`src/core/sdms_regs.svh`:
```
// constants for the dual-mode control switcher: offsets, fields, resets
// assumes a 250 MHz pclk and an apb master with 32-bit data
//
// Contract
// - codes 6..10 pair internal speed with pulse, torque, analog, position
// - codes 11..16 pair torque, analog speed, pulse and internal position
// - codes 17..20 more pairs; 21 bus control; 22 built-in plc control
// - code 6: speed select high runs speed, low runs pulse position
// - speed to pulse: decelerate to zero, pulses blocked until reached
// - pulse to internal speed: switch at once, ramp with acc/dec
// - code 12: mode switch high runs pulse position, low analog speed
// - analog speed to pulse: decelerate, block pulses until reached
// - pulse to analog speed: switch at once and ramp
// - code 19: switch high internal position, stop first; low back at once
// - code 10: speed select low stops then position; high speed at once
// - torque plus pulse: switch high stops torque, blocks pulses
// - pulse back to torque: switch at once, ramp with acc/dec
// - torque plus internal position: stop before position, torque at once
// - code 14: new position source accepted only while reached
// - code 8: speed to speed ramps directly, never stops
// - internal speed with torque: torque uses decel ramp only
// - analog speed with torque: switch high torque on decel ramp
// - code 16: torque to torque ramps with acc/dec
`ifndef SDMS_REGS_SVH
`define SDMS_REGS_SVH

// ****************************************************************
// register offsets
// ****************************************************************
`define SDMS_CTRL_OFS 8'h00
`define SDMS_STAT_OFS 8'h04
`define SDMS_DBNC_OFS 8'h08

// ****************************************************************
// fields and resets
// ****************************************************************
`define SDMS_PAIR_LSB 0
`define SDMS_PAIR_MSB 4
`define SDMS_EN_BIT 8
`define SDMS_PAIR_RST 5'h06
`define SDMS_CLK_PERIOD_NS 4
`define SDMS_DBNC_TIME_NS 64
`define SDMS_DBNC_RST \
    16'(`SDMS_DBNC_TIME_NS / `SDMS_CLK_PERIOD_NS)

// ****************************************************************
// control mode pair codes
// ****************************************************************
`define SDMS_P_ISPD_PPOS 5'h06
`define SDMS_P_ISPD_ITRQ 5'h07
`define SDMS_P_ISPD_ASPD 5'h08
`define SDMS_P_ISPD_ATRQ 5'h09
`define SDMS_P_ISPD_IPOS 5'h0a
`define SDMS_P_ITRQ_PPOS 5'h0b
`define SDMS_P_ASPD_PPOS 5'h0c
`define SDMS_P_ATRQ_PPOS 5'h0d
`define SDMS_P_PPOS_IPOS 5'h0e
`define SDMS_P_ASPD_ITRQ 5'h0f
`define SDMS_P_ATRQ_ITRQ 5'h10
`define SDMS_P_ITRQ_IPOS 5'h11
`define SDMS_P_ASPD_ATRQ 5'h12
`define SDMS_P_ASPD_IPOS 5'h13
`define SDMS_P_ATRQ_IPOS 5'h14
`define SDMS_P_BUS 5'h15
`define SDMS_P_PLC 5'h16

`endif

```
`src/core/sdms_pkg.sv`:
```
// types for the dual-mode control switcher
// assumes sdms_regs.svh supplies the numeric constants
`default_nettype none
package sdms_pkg;
    typedef enum logic [2:0] {
        SDMS_SRC_ISPD = 3'h0,
        SDMS_SRC_ASPD = 3'h1,
        SDMS_SRC_ITRQ = 3'h2,
        SDMS_SRC_ATRQ = 3'h3,
        SDMS_SRC_PPOS = 3'h4,
        SDMS_SRC_IPOS = 3'h5,
        SDMS_SRC_BUS = 3'h6,
        SDMS_SRC_PLC = 3'h7
    } sdms_src_t;

    // idle -> run -> stop along the usual path
    typedef enum logic [1:0] {
        SDMS_ST_IDLE = 2'b00,
        SDMS_ST_RUN = 2'b01,
        SDMS_ST_STOP = 2'b11
    } sdms_state_t;

    typedef struct packed {
        logic valid;
        logic use_spd;
        sdms_src_t on_src;
        sdms_src_t off_src;
    } sdms_pair_t;
endpackage
`default_nettype wire

```
`src/core/sdms_switcher.sv`:
```
// dual-mode control switcher with apb register access
// assumes pins arrive asynchronously; motion loops read the outputs
//
// Added by the designer: the APB interface to the registers and the placing of the registers.
`include "sdms_regs.svh"
`default_nettype none
module sdms_switcher
    import sdms_pkg::*;
#(
    parameter int DBNC_W = 16
)
(
    // clock and reset
    input wire logic pclk,
    input wire logic presetn,
    // apb slave
    input wire logic psel,
    input wire logic penable,
    input wire logic pwrite,
    input wire logic [7:0] paddr,
    input wire logic [31:0] pwdata,
    output logic [31:0] prdata,
    output logic pready,
    output logic pslverr,
    // selection pins from the host
    input wire logic spd_sel_in,
    input wire logic mode_sw_in,
    // position reached feedback from the position loop
    input wire logic pos_reached_in,
    // mode outputs
    output logic servo_run,
    output logic [2:0] active_src,
    output logic cmd_accept,
    output logic decel_zero,
    output logic ramp_dec_only,
    output logic cfg_err
);

// ****************************************************************
// pair table
// ****************************************************************
function automatic sdms_pair_t pair_map(input logic [4:0] code);
    sdms_pair_t p;
    p = '{valid: 1'b1, use_spd: 1'b0, on_src: SDMS_SRC_BUS,
          off_src: SDMS_SRC_BUS};
    case (code)
        `SDMS_P_ISPD_PPOS: p = '{1'b1, 1'b1, SDMS_SRC_ISPD, SDMS_SRC_PPOS};
        `SDMS_P_ISPD_ITRQ: p = '{1'b1, 1'b1, SDMS_SRC_ISPD, SDMS_SRC_ITRQ};
        `SDMS_P_ISPD_ASPD: p = '{1'b1, 1'b1, SDMS_SRC_ISPD, SDMS_SRC_ASPD};
        `SDMS_P_ISPD_ATRQ: p = '{1'b1, 1'b1, SDMS_SRC_ISPD, SDMS_SRC_ATRQ};
        `SDMS_P_ISPD_IPOS: p = '{1'b1, 1'b1, SDMS_SRC_ISPD, SDMS_SRC_IPOS};
        `SDMS_P_ITRQ_PPOS: p = '{1'b1, 1'b0, SDMS_SRC_PPOS, SDMS_SRC_ITRQ};
        `SDMS_P_ASPD_PPOS: p = '{1'b1, 1'b0, SDMS_SRC_PPOS, SDMS_SRC_ASPD};
        `SDMS_P_ATRQ_PPOS: p = '{1'b1, 1'b0, SDMS_SRC_PPOS, SDMS_SRC_ATRQ};
        `SDMS_P_PPOS_IPOS: p = '{1'b1, 1'b0, SDMS_SRC_IPOS, SDMS_SRC_PPOS};
        `SDMS_P_ASPD_ITRQ: p = '{1'b1, 1'b0, SDMS_SRC_ITRQ, SDMS_SRC_ASPD};
        `SDMS_P_ATRQ_ITRQ: p = '{1'b1, 1'b0, SDMS_SRC_ITRQ, SDMS_SRC_ATRQ};
        `SDMS_P_ITRQ_IPOS: p = '{1'b1, 1'b0, SDMS_SRC_IPOS, SDMS_SRC_ITRQ};
        `SDMS_P_ASPD_ATRQ: p = '{1'b1, 1'b0, SDMS_SRC_ATRQ, SDMS_SRC_ASPD};
        `SDMS_P_ASPD_IPOS: p = '{1'b1, 1'b0, SDMS_SRC_IPOS, SDMS_SRC_ASPD};
        `SDMS_P_ATRQ_IPOS: p = '{1'b1, 1'b0, SDMS_SRC_IPOS, SDMS_SRC_ATRQ};
        `SDMS_P_BUS: p = '{1'b1, 1'b0, SDMS_SRC_BUS, SDMS_SRC_BUS};
        `SDMS_P_PLC: p = '{1'b1, 1'b0, SDMS_SRC_PLC, SDMS_SRC_PLC};
        default: p.valid = 1'b0;
    endcase
    return p;
endfunction

function automatic logic is_pos(input sdms_src_t s);
    return (s == SDMS_SRC_PPOS) || (s == SDMS_SRC_IPOS);
endfunction
function automatic logic is_spd(input sdms_src_t s);
    return (s == SDMS_SRC_ISPD) || (s == SDMS_SRC_ASPD);
endfunction
function automatic logic is_trq(input sdms_src_t s);
    return (s == SDMS_SRC_ITRQ) || (s == SDMS_SRC_ATRQ);
endfunction

// ****************************************************************
// register file and apb slave
// ****************************************************************
logic [4:0] ctrl_pair_ff, nxt_ctrl_pair;
logic ctrl_en_ff, nxt_ctrl_en;
logic [DBNC_W-1:0] dbnc_lim_ff, nxt_dbnc_lim;
logic [31:0] prdata_ff, nxt_prdata;
logic pready_ff, nxt_pready;
logic pslverr_ff, nxt_pslverr;
logic [31:0] stat_word;
logic addr_ok;
logic wr_done;

sdms_state_t state_ff, nxt_state;
sdms_src_t src_ff, nxt_src;
sdms_src_t tgt_ff, nxt_tgt;
logic [4:0] pair_ff, nxt_pair;
logic accept_ff, nxt_accept;
logic decel_ff, nxt_decel;
logic deconly_ff, nxt_deconly;
logic cfgerr_ff, nxt_cfgerr;
logic run_ff, nxt_run;
logic [1:0] db_ff;
logic [2:0] sync1_ff, sync2_ff;

always_comb
begin
    addr_ok = (paddr == `SDMS_CTRL_OFS) || (paddr == `SDMS_STAT_OFS) ||
              (paddr == `SDMS_DBNC_OFS);
    wr_done = psel && penable && pready_ff && pwrite;
    stat_word = {11'h0, sync2_ff, db_ff, 4'h0, cfgerr_ff, deconly_ff,
                 decel_ff, accept_ff, 2'h0, state_ff, 1'b0, src_ff};
    nxt_ctrl_pair = ctrl_pair_ff;
    nxt_ctrl_en = ctrl_en_ff;
    nxt_dbnc_lim = dbnc_lim_ff;
    if (wr_done && paddr == `SDMS_CTRL_OFS)
    begin
        nxt_ctrl_pair = pwdata[`SDMS_PAIR_MSB:`SDMS_PAIR_LSB];
        nxt_ctrl_en = pwdata[`SDMS_EN_BIT];
    end
    if (wr_done && paddr == `SDMS_DBNC_OFS)
        nxt_dbnc_lim = pwdata[DBNC_W-1:0];
    // answer one cycle after setup
    nxt_pready = psel && !penable;
    nxt_pslverr = psel && !penable && !addr_ok;
    nxt_prdata = 32'h0;
    if (psel && !penable && !pwrite)
        case (paddr)
            `SDMS_CTRL_OFS: nxt_prdata = {23'h0, ctrl_en_ff, 3'h0,
                                          ctrl_pair_ff};
            `SDMS_STAT_OFS: nxt_prdata = stat_word;
            `SDMS_DBNC_OFS: nxt_prdata = 32'(dbnc_lim_ff);
            default: nxt_prdata = 32'h0;
        endcase
end

always_ff @(posedge pclk or negedge presetn)
begin
    if (!presetn)
    begin
        ctrl_pair_ff <= `SDMS_PAIR_RST;
        ctrl_en_ff <= 1'b0;
        dbnc_lim_ff <= DBNC_W'(`SDMS_DBNC_RST);
        prdata_ff <= 32'h0;
        pready_ff <= 1'b0;
        pslverr_ff <= 1'b0;
    end
    else
    begin
        ctrl_pair_ff <= nxt_ctrl_pair;
        ctrl_en_ff <= nxt_ctrl_en;
        dbnc_lim_ff <= nxt_dbnc_lim;
        prdata_ff <= nxt_prdata;
        pready_ff <= nxt_pready;
        pslverr_ff <= nxt_pslverr;
    end
end

// ****************************************************************
// pin synchronisers and debounce
// ****************************************************************
always_ff @(posedge pclk or negedge presetn)
begin
    if (!presetn)
    begin
        sync1_ff <= 3'h0;
        sync2_ff <= 3'h0;
    end
    else
    begin
        sync1_ff <= {pos_reached_in, mode_sw_in, spd_sel_in};
        sync2_ff <= sync1_ff;
    end
end

genvar gi;
generate
    for (gi = 0; gi < 2; gi++)
    begin : g_dbnc
        logic [DBNC_W-1:0] cnt_ff, nxt_cnt;
        logic db_bit_ff, nxt_db_bit;
        // level must hold for the limit before it is taken
        always_comb
        begin
            nxt_cnt = '0;
            nxt_db_bit = db_bit_ff;
            if (sync2_ff[gi] != db_bit_ff && cnt_ff >= dbnc_lim_ff)
                nxt_db_bit = sync2_ff[gi];
            else if (sync2_ff[gi] != db_bit_ff)
                nxt_cnt = cnt_ff + DBNC_W'(1);
        end
        always_ff @(posedge pclk or negedge presetn)
        begin
            if (!presetn)
            begin
                cnt_ff <= '0;
                db_bit_ff <= 1'b0;
            end
            else
            begin
                cnt_ff <= nxt_cnt;
                db_bit_ff <= nxt_db_bit;
            end
        end
        assign db_ff[gi] = db_bit_ff;
    end
endgenerate

// ****************************************************************
// mode arbitration
// ****************************************************************
sdms_pair_t pmap;
sdms_src_t des;
logic reached;

always_comb
begin
    pmap = pair_map(pair_ff);
    reached = sync2_ff[2];
    des = (pmap.use_spd ? db_ff[0] : db_ff[1]) ? pmap.on_src : pmap.off_src;
    nxt_state = state_ff;
    nxt_src = src_ff;
    nxt_tgt = tgt_ff;
    nxt_pair = pair_ff;
    nxt_accept = accept_ff;
    nxt_decel = decel_ff;
    nxt_deconly = deconly_ff;
    nxt_cfgerr = cfgerr_ff;
    nxt_run = run_ff;
    case (state_ff)
        SDMS_ST_IDLE:
        begin
            // pair is only taken in idle
            nxt_pair = ctrl_pair_ff;
            nxt_cfgerr = !pmap.valid;
            nxt_accept = 1'b0;
            nxt_decel = 1'b0;
            nxt_deconly = 1'b0;
            nxt_run = 1'b0;
            if (ctrl_en_ff && pmap.valid && pair_ff == ctrl_pair_ff)
            begin
                nxt_state = SDMS_ST_RUN;
                nxt_src = des;
                nxt_accept = is_pos(des);
                nxt_run = 1'b1;
            end
        end
        SDMS_ST_RUN:
        begin
            if (!ctrl_en_ff)
            begin
                nxt_state = SDMS_ST_IDLE;
                nxt_run = 1'b0;
                nxt_accept = 1'b0;
            end
            else if (des != src_ff && is_pos(des))
            begin
                // stop first, block commands until reached
                nxt_state = SDMS_ST_STOP;
                nxt_tgt = des;
                nxt_accept = 1'b0;
                nxt_decel = !is_pos(src_ff);
                nxt_deconly = 1'b0;
            end
            else if (des != src_ff)
            begin
                // immediate switch; speed to torque on decel ramp
                nxt_src = des;
                nxt_accept = 1'b0;
                nxt_decel = 1'b0;
                nxt_deconly = is_trq(des) && is_spd(src_ff);
            end
        end
        SDMS_ST_STOP:
        begin
            if (!ctrl_en_ff)
            begin
                nxt_state = SDMS_ST_IDLE;
                nxt_run = 1'b0;
                nxt_decel = 1'b0;
            end
            else if (des != tgt_ff && !is_pos(des))
            begin
                nxt_state = SDMS_ST_RUN;
                nxt_src = des;
                nxt_decel = 1'b0;
                nxt_deconly = is_trq(des) && is_spd(src_ff);
            end
            else if (des != tgt_ff)
                nxt_tgt = des;
            else if (reached)
            begin
                nxt_state = SDMS_ST_RUN;
                nxt_src = tgt_ff;
                nxt_accept = 1'b1;
                nxt_decel = 1'b0;
            end
        end
        default:
        begin
            nxt_state = SDMS_ST_IDLE;
            nxt_run = 1'b0;
            nxt_accept = 1'b0;
        end
    endcase
end

always_ff @(posedge pclk or negedge presetn)
begin
    if (!presetn)
    begin
        state_ff <= SDMS_ST_IDLE;
        src_ff <= SDMS_SRC_ISPD;
        tgt_ff <= SDMS_SRC_ISPD;
        pair_ff <= `SDMS_PAIR_RST;
        accept_ff <= 1'b0;
        decel_ff <= 1'b0;
        deconly_ff <= 1'b0;
        cfgerr_ff <= 1'b0;
        run_ff <= 1'b0;
    end
    else
    begin
        state_ff <= nxt_state;
        src_ff <= nxt_src;
        tgt_ff <= nxt_tgt;
        pair_ff <= nxt_pair;
        accept_ff <= nxt_accept;
        decel_ff <= nxt_decel;
        deconly_ff <= nxt_deconly;
        cfgerr_ff <= nxt_cfgerr;
        run_ff <= nxt_run;
    end
end

assign prdata = prdata_ff;
assign pready = pready_ff;
assign pslverr = pslverr_ff;
assign servo_run = run_ff;
assign active_src = src_ff;
assign cmd_accept = accept_ff;
assign decel_zero = decel_ff;
assign ramp_dec_only = deconly_ff;
assign cfg_err = cfgerr_ff;

logic run_st;
assign run_st = (state_ff == SDMS_ST_RUN) && ctrl_en_ff;
endmodule
`default_nettype wire

```
`config.mk`:
```
export PLATFORM = sky130hd
export DESIGN_NAME = sdms_switcher
export DESIGN_NICKNAME = d
export VERILOG_FILES = /design/src/core/sdms_pkg.sv /design/src/core/sdms_switcher.sv
export VERILOG_INCLUDE_DIRS = /design/src /design/src/core
export SDC_FILE = /design/constraint.sdc
export NUM_CORES = 1
export LEC_CHECK = 0
export ABC_AREA = 1
export ABC_CLOCK_PERIOD_IN_PS = 2400
export BUFFER_PORTS_ARGS = -buffer_cell sky130_fd_sc_hd__buf_2
export CAP_MARGIN = 0
export CELL_PAD_IN_SITES_DETAIL_PLACEMENT = 0
export CELL_PAD_IN_SITES_GLOBAL_PLACEMENT = 2
export CORE_ASPECT_RATIO = 1.25
export CORE_MARGIN = 5
export CORE_UTILIZATION = 30
export CTS_CLUSTER_SIZE = 8
export DETAILED_ROUTE_END_ITERATION = 16
export PLACE_DENSITY = 0.85
export SLEW_MARGIN = 20
export SYNTH_ARGS = -nofsm -noshare
export SYNTH_HDL_FRONTEND = slang
export SYNTH_SLANG_ARGS = --single-unit
```
`constraint.sdc`:
```
create_clock -name pclk -period 2.4 [get_ports pclk]
set_clock_uncertainty 0.15 [all_clocks]
set_input_delay 0.24 -clock pclk [delete_from_list [all_inputs] [get_ports pclk]]
set_output_delay 0.24 -clock pclk [all_outputs]
set_load 0.1 [all_outputs]
```
# After elaboration in Yosys (flattened, before gate mapping)

Index checks and enable logic that the tools add are counted.

Add/sub/neg operators: 2
$lt $le $gt $ge: 2
Equality and inequality tests: 52
Mux-type cells: 58
Reductions and logical operators: 40

Operators by type and width:

| kind                                                            | number |
|---|---|
| 7-bit one-hot mux with 16 select lines                          | 1 |
| 16-bit two-way mux                                              | 4 |
| 21-bit one-hot mux with 3 select lines                          | 1 |
| 3-bit two-way mux                                               | 14 |
| 5-bit by 4-bit == test with 1-bit output, second input constant | 8 |
| 5-bit == test, second input constant                            | 7 |
| 16-bit by 1-bit adder with 16-bit output, second input constant | 2 |
| 16-bit greater-or-equal comparator                              | 2 |
| 32-bit two-way mux                                              | 1 |
| 2-bit != test, second input constant                            | 12 |
| 1-bit two-way mux                                               | 23 |
| 17-bit OR reduction                                             | 1 |
| 1-bit logical AND                                               | 15 |
| 5-bit AND reduction                                             | 3 |
| 2-bit two-way mux                                               | 7 |
| 3-bit == test, second input constant                            | 4 |
| 3-bit != test, second input constant                            | 4 |
| 4-bit != test, second input constant                            | 3 |
| 5-bit by 3-bit == test with 1-bit output, second input constant | 2 |
| 1-bit one-hot mux with 3 select lines                           | 3 |
| 3-bit one-hot mux with 3 select lines                           | 1 |
| 8-bit by 3-bit == test with 1-bit output, second input constant | 1 |
| 8-bit by 4-bit == test with 1-bit output, second input constant | 1 |
| 8-bit zero test                                                 | 1 |
| 20 further kinds                                                | 33 |

Register bits after elaboration: 114
Input port bits: 48
Output and inout port bits: 42

# Longest topological paths before layout

Word-level depth: 11
Depth in mapped cells: 19
Depth with buffers taken out: 18

# Worst setup path after synthesis

OpenSTA, ideal clock, no wires.

Path type: register to register
Start: register pair_ff[1]
End: register src_ff[2] (netlist: active_src[2])
Library setup time: 126 ps
Data arrival time: 2038 ps
Required time: 2124 ps
Setup slack: 85 ps
Stages on the path, launching flop included: 19
Cell sequence: dfstp_2 > buf_4 > inv_2 > nor2_2 > nand3_2 > nand2_1 > nor2_2 > nand3_4 > nand3_2 > nand2_2 > nand2_1 > nand2_2 > nand3_4 > nand2_1 > nand2_1 > nor2_4 > nand2_2 > nand2_1 > o21ai_2

Cells in the longest elaborated chain, start to end: 11
Elaborated cells on any way between the ends: 46
Classes of those cells: 27 x eq/ne; 11 x mux; 8 x reduce/logical

Ends and longest elaborated chain:

| element                                | line                 | source |
|---|---|---|
| start: declaration                     | sdms_switcher.sv:95  | `logic [4:0] pair_ff, nxt_pair;` |
| start signal: assignment               | sdms_switcher.sv:313 | `` pair_ff <= `SDMS_PAIR_RST; `` |
| start signal: assignment               | sdms_switcher.sv:325 | `pair_ff <= nxt_pair;` |
| 5-bit == test (tied with other cells)  | sdms_switcher.sv:46  | `case (code)` |
| 7-bit one-hot mux with 16 select lines | sdms_switcher.sv:46  |  |
| 1-bit two-way mux                      | sdms_switcher.sv:218 | `des = (pmap.use_spd ? db_ff[0] : db_ff[1]) ? pmap.on_src : pmap.off_src;` |
| 3-bit two-way mux                      | sdms_switcher.sv:218 |  |
| 3-bit == test                          | sdms_switcher.sv:70  | `return (s == SDMS_SRC_PPOS) \|\| (s == SDMS_SRC_IPOS);` |
| 1-bit logical OR                       | sdms_switcher.sv:70  |  |
| 1-bit zero test                        | sdms_switcher.sv:280 | `else if (des != tgt_ff && !is_pos(des))` |
| 1-bit logical AND                      | sdms_switcher.sv:280 |  |
| 3-bit two-way mux                      | sdms_switcher.sv:280 |  |
| 3-bit two-way mux                      | sdms_switcher.sv:274 | `if (!ctrl_en_ff)` |
| 3-bit one-hot mux with 3 select lines  | sdms_switcher.sv:228 | `case (state_ff)` |
| end signal: assignment                 | sdms_switcher.sv:323 | `src_ff <= nxt_src;` |
| end: declaration                       | sdms_switcher.sv:93  | `sdms_src_t src_ff, nxt_src;` |

Parallel ways exist; a longest one is shown, timed or not. The select of a mux whose other input is x is not followed.
A chain may end at the register's enable or synchronous reset.

# Final worst setup path

Ends and elaborated chain as after synthesis.

==> results.cfg <==
[outcome]
outcome = finished with violations
violations = negative setup slack

[floorplanning]
boundaryPins = 90
die_y_um = 166
dieArea_um2 = 22400
core_area_um2 = 19300
start_util_pct = 30.2
dieWidth_um = 135
num_rows = 57

[logic_synthesis]
yosysTopAreaCell = dfrtp_1
ys.warnings.count = 0
synth_top_family_by_area = simple AND/OR/NAND/NOR gates
yosys.area.top_type_share_pct = 42.0
yosysMostFrequentCell = nand2_1
synth_area_um2 = 5830
synthFlopType = dfrtp_1
synth_xor_area_share_pct = 3.60
synth.mux.area_fraction_pct = 0
synth-simple-area-share_pct = 26.5
synth_common_cells = 143 x nand2_1, 98 x dfrtp_1, 90 x inv_1, 60 x nor2_1, 42 x nand3_1
async_flop_share_pct = 100
netlist_instances = 712
synth_fa_ha_area_share_pct = 8.15
synth_edf_count = 0
synth-seq-area-share_pct = 44.3
syn_avg_cell_area_um2 = 8.19
synth_area_leaders = dfrtp_1 42%, nand2_1 9.2%, ha_1 8.1%, inv_1 5.8%, nor2_1 3.9%
yosysUniqueCellTypes = 39
synth_seq_cells = 103
synth-compound-area-share_pct = 8.77

[layout]
diodes = 0
syn_to_final_growth_pct = 28.9
nets = 924
post-route-util_pct = 38.9
fillers = 2014
drive_gt1_share_pct = 25.6
design_area_um2 = 7520

[global_route]
grt_pass1_vias = 5066
antenna_found_initial = 0
grt_max_degree = 50
grt_pass1_wl_um = 25600
grt-ovfl-total = 0
grt_usage_pct = 14.4

[power]
p_int_mw = 2.80
switching_share_pct = 34.7
vdd_drop_max_uv = 327
combPwrFrac_pct = 23.0
switching_power_mw = 1.49
power_frac_seq_pct = 43.5
power_density_nw_per_um2 = 570
pwr-share-clk_pct = 33.5
leakagePower_nw = 3.81

[sta]
finalHoldViolCount = 0
finalSetupViolCount = 8
hold_slack_ns = 0.0134
final_max_slew_viol_count = 0
fin_crit_ns = 2.47
rsz0062_at_grt = true
worst_slack_ns = -0.0710
timing.final.crit_share_pct = 103
max_freq_mhz = 405

[drt]
dr.pass1.iters = 4
viasPerCell = 4.55
detail_route.wl_per_cell_um = 14.1
ant_nets = 0
drcViolationCount = 0
routed_wl_um = 15600
drtIter0Drc = 252
vias = 5042

[place]
placed_area_um2 = 6700
gp_congestion = 0.843
dpl_worst_slack_ns = -0.0898
io_buffers = 62
dp_hpwl_um = 12200

[critical_path]
cp-startpoint = pair_ff[1]
worst_path_largest_cell_delay_ns = 0.62
r2r_slack_ns = -0.07
r2r-start = pair_ff[1]
crit_chain = inv_4, nor2_4, nand3_2, buf_4, nand4_1, nand2_4, nand2_2, nand2_1, nand2_1, nand4_1, nor2_2, nor2_4, nand2_4, nand2_2, o21ai_2
r2r_end = active_src[2]
crit_slowest_cell = dfstp_2
worst-path-max-fanout = 6
ff2ff_path_depth = 15
arrival_ns = 2.61
cp-end-kind = register
crit_type = register to register
critical_path_required_ns = 2.54
endpoint = active_src[2]
start_kind = register

[clocking]
tritoncts = done
htree_levels = 3
clockRootBuffer = clkbuf_16
cts_max_path_buffers = 2
cts_inserted_buffers = 9
clk_latency_ns = 0.36
cts.clk_slew.worst_paths_ns = 0.08
cts.sinks = 103

[run]
maxCapViolCount = 0

[hold_path]
hold_class = input port to register
==> worst max-delay path, delay by kind of cell (launching register included) <==
kind | cells | cell delay (ns)
AO/OA/AOI/OAI | 1 | 0.05
buffers and inverters | 2 | 0.21
flip-flops | 1 | 0.62
AND/OR/NAND/NOR | 12 | 1.36
==> registers in the layout (all words and copies together), names as in the netlist, 3 cells and up <==
name,flops
g_dbnc.cnt_ff,32
prdata,21
dbnc_lim_ff,16
ctrl_pair_ff,5
pair_ff,5
active_src,3
sync1_ff,3
sync2_ff,3
tgt_ff,3
==> cell usage in the layout (no fill, tap or decap), drive strengths merged <==
| cell type | count |
|---|---|
| xor2 | 17 |
| nand3b | 1 |
| nor2 | 68 |
| o221ai | 5 |
| buf | 113 |
| o211ai | 1 |
| a31oi | 4 |
| conb | 11 |
| o31ai | 2 |
| o21a | 1 |
| nand4 | 18 |
| o21bai | 1 |
| nand2 | 151 |
| nor3b | 5 |
| o21ai | 36 |
| nand3 | 51 |
| inv | 98 |
| xnor2 | 7 |
| dfrtp | 98 |
| nor4 | 6 |
| a211oi | 1 |
| o22ai | 3 |
| clkbuf | 10 |
| nor3 | 31 |
| a21oi | 39 |
| clkinv | 3 |
| dlygate4sd3 | 17 |
| dfstp | 5 |
| and2 | 1 |
| clkinvlp | 1 |
| ha | 38 |
==> worst min path at each step <==
stage | startpoint | endpoint | slack, ns | depth (start not counted)
final | pwdata[2] | ctrl_pair_ff[2] | 0.01 | 3
after global routing | pwdata[2] | ctrl_pair_ff[2] | 0.01 | 3
after CTS | pwdata[2] | ctrl_pair_ff[2] | 0.009 | 3
after detailed placement | presetn | pair_ff[4] | 0.07 | 1
after global placement | presetn | pair_ff[0] | 0.07 | 1
after floorplan | presetn | active_src[0] | -0.21 | 0
==> layer usage <==
| layer | wire, um | GRT usage (%) | vias to the layer above |
|---|---|---|---|
| met5 | 0 | 0 | - |
| met4 | 336 | 5.14 | 0 |
| met3 | 597 | 2.12 | 21 |
| met2 | 7800 | 25.2 | 100 |
| met1 | 6860 | 18.0 | 2351 |
| li1 | - | - | 2570 |
==> power groups by stage <==
stage	sequential (mW)	combinational, mW	clock (mW)
finish	1.87	0.984	1.44
global route	1.87	1.08	1.54
CTS	1.86	0.922	1.49
detailed placement	1.90	0.886	0
global placement	1.90	0.887	0
floorplan	2.07	0.465	0
==> cell families after synthesis <==
kind of cell	after synthesis
simple gates	332
compound gates	93
buf+inv	121
xor+xnor	24
flops	103
other cells	1
fa+ha+maj	38
==> cell type report <==
class | instances | area (um2) | share of cell area, %
Sequential cell | 103 | 2590 | 34.4
Timing Repair Buffer | 130 | 882 | 11.7
Clock inverter | 6 | 53.8 | 0.716
Tap cell | 265 | 332 | 4.41
Multi-Input combinational cell | 498 | 3070 | 40.9
Inverter | 96 | 363 | 4.83
Clock buffer | 10 | 229 | 3.05
==> per-stage QoR <==
| stage | std cells | setup TNS (ns) | total power [mW] |
|---|---|---|---|
| floorplan | 722 | 0 | 2.54 |
| global placement | 1066 | -0.347 | 2.79 |
| detailed placement | 1066 | -0.556 | 2.78 |
| CTS | 1102 | -0.0651 | 4.28 |
| global route | 1108 | -1.89 | 4.50 |
| finish | 1108 | -0.282 | 4.29 |
==> timing repair <==
item / CTS / global route
cloned: 0 / 0
hold endpoints to repair: 44 / 0
resized for setup: 35 / 42
buffers inserted: 3 / 6
hold buffers: 17 / 0
endpoints found under the setup margin: 11 / 14
pin swaps: 9 / 13
No activity file was read; power rests on OpenSTA's default activity.
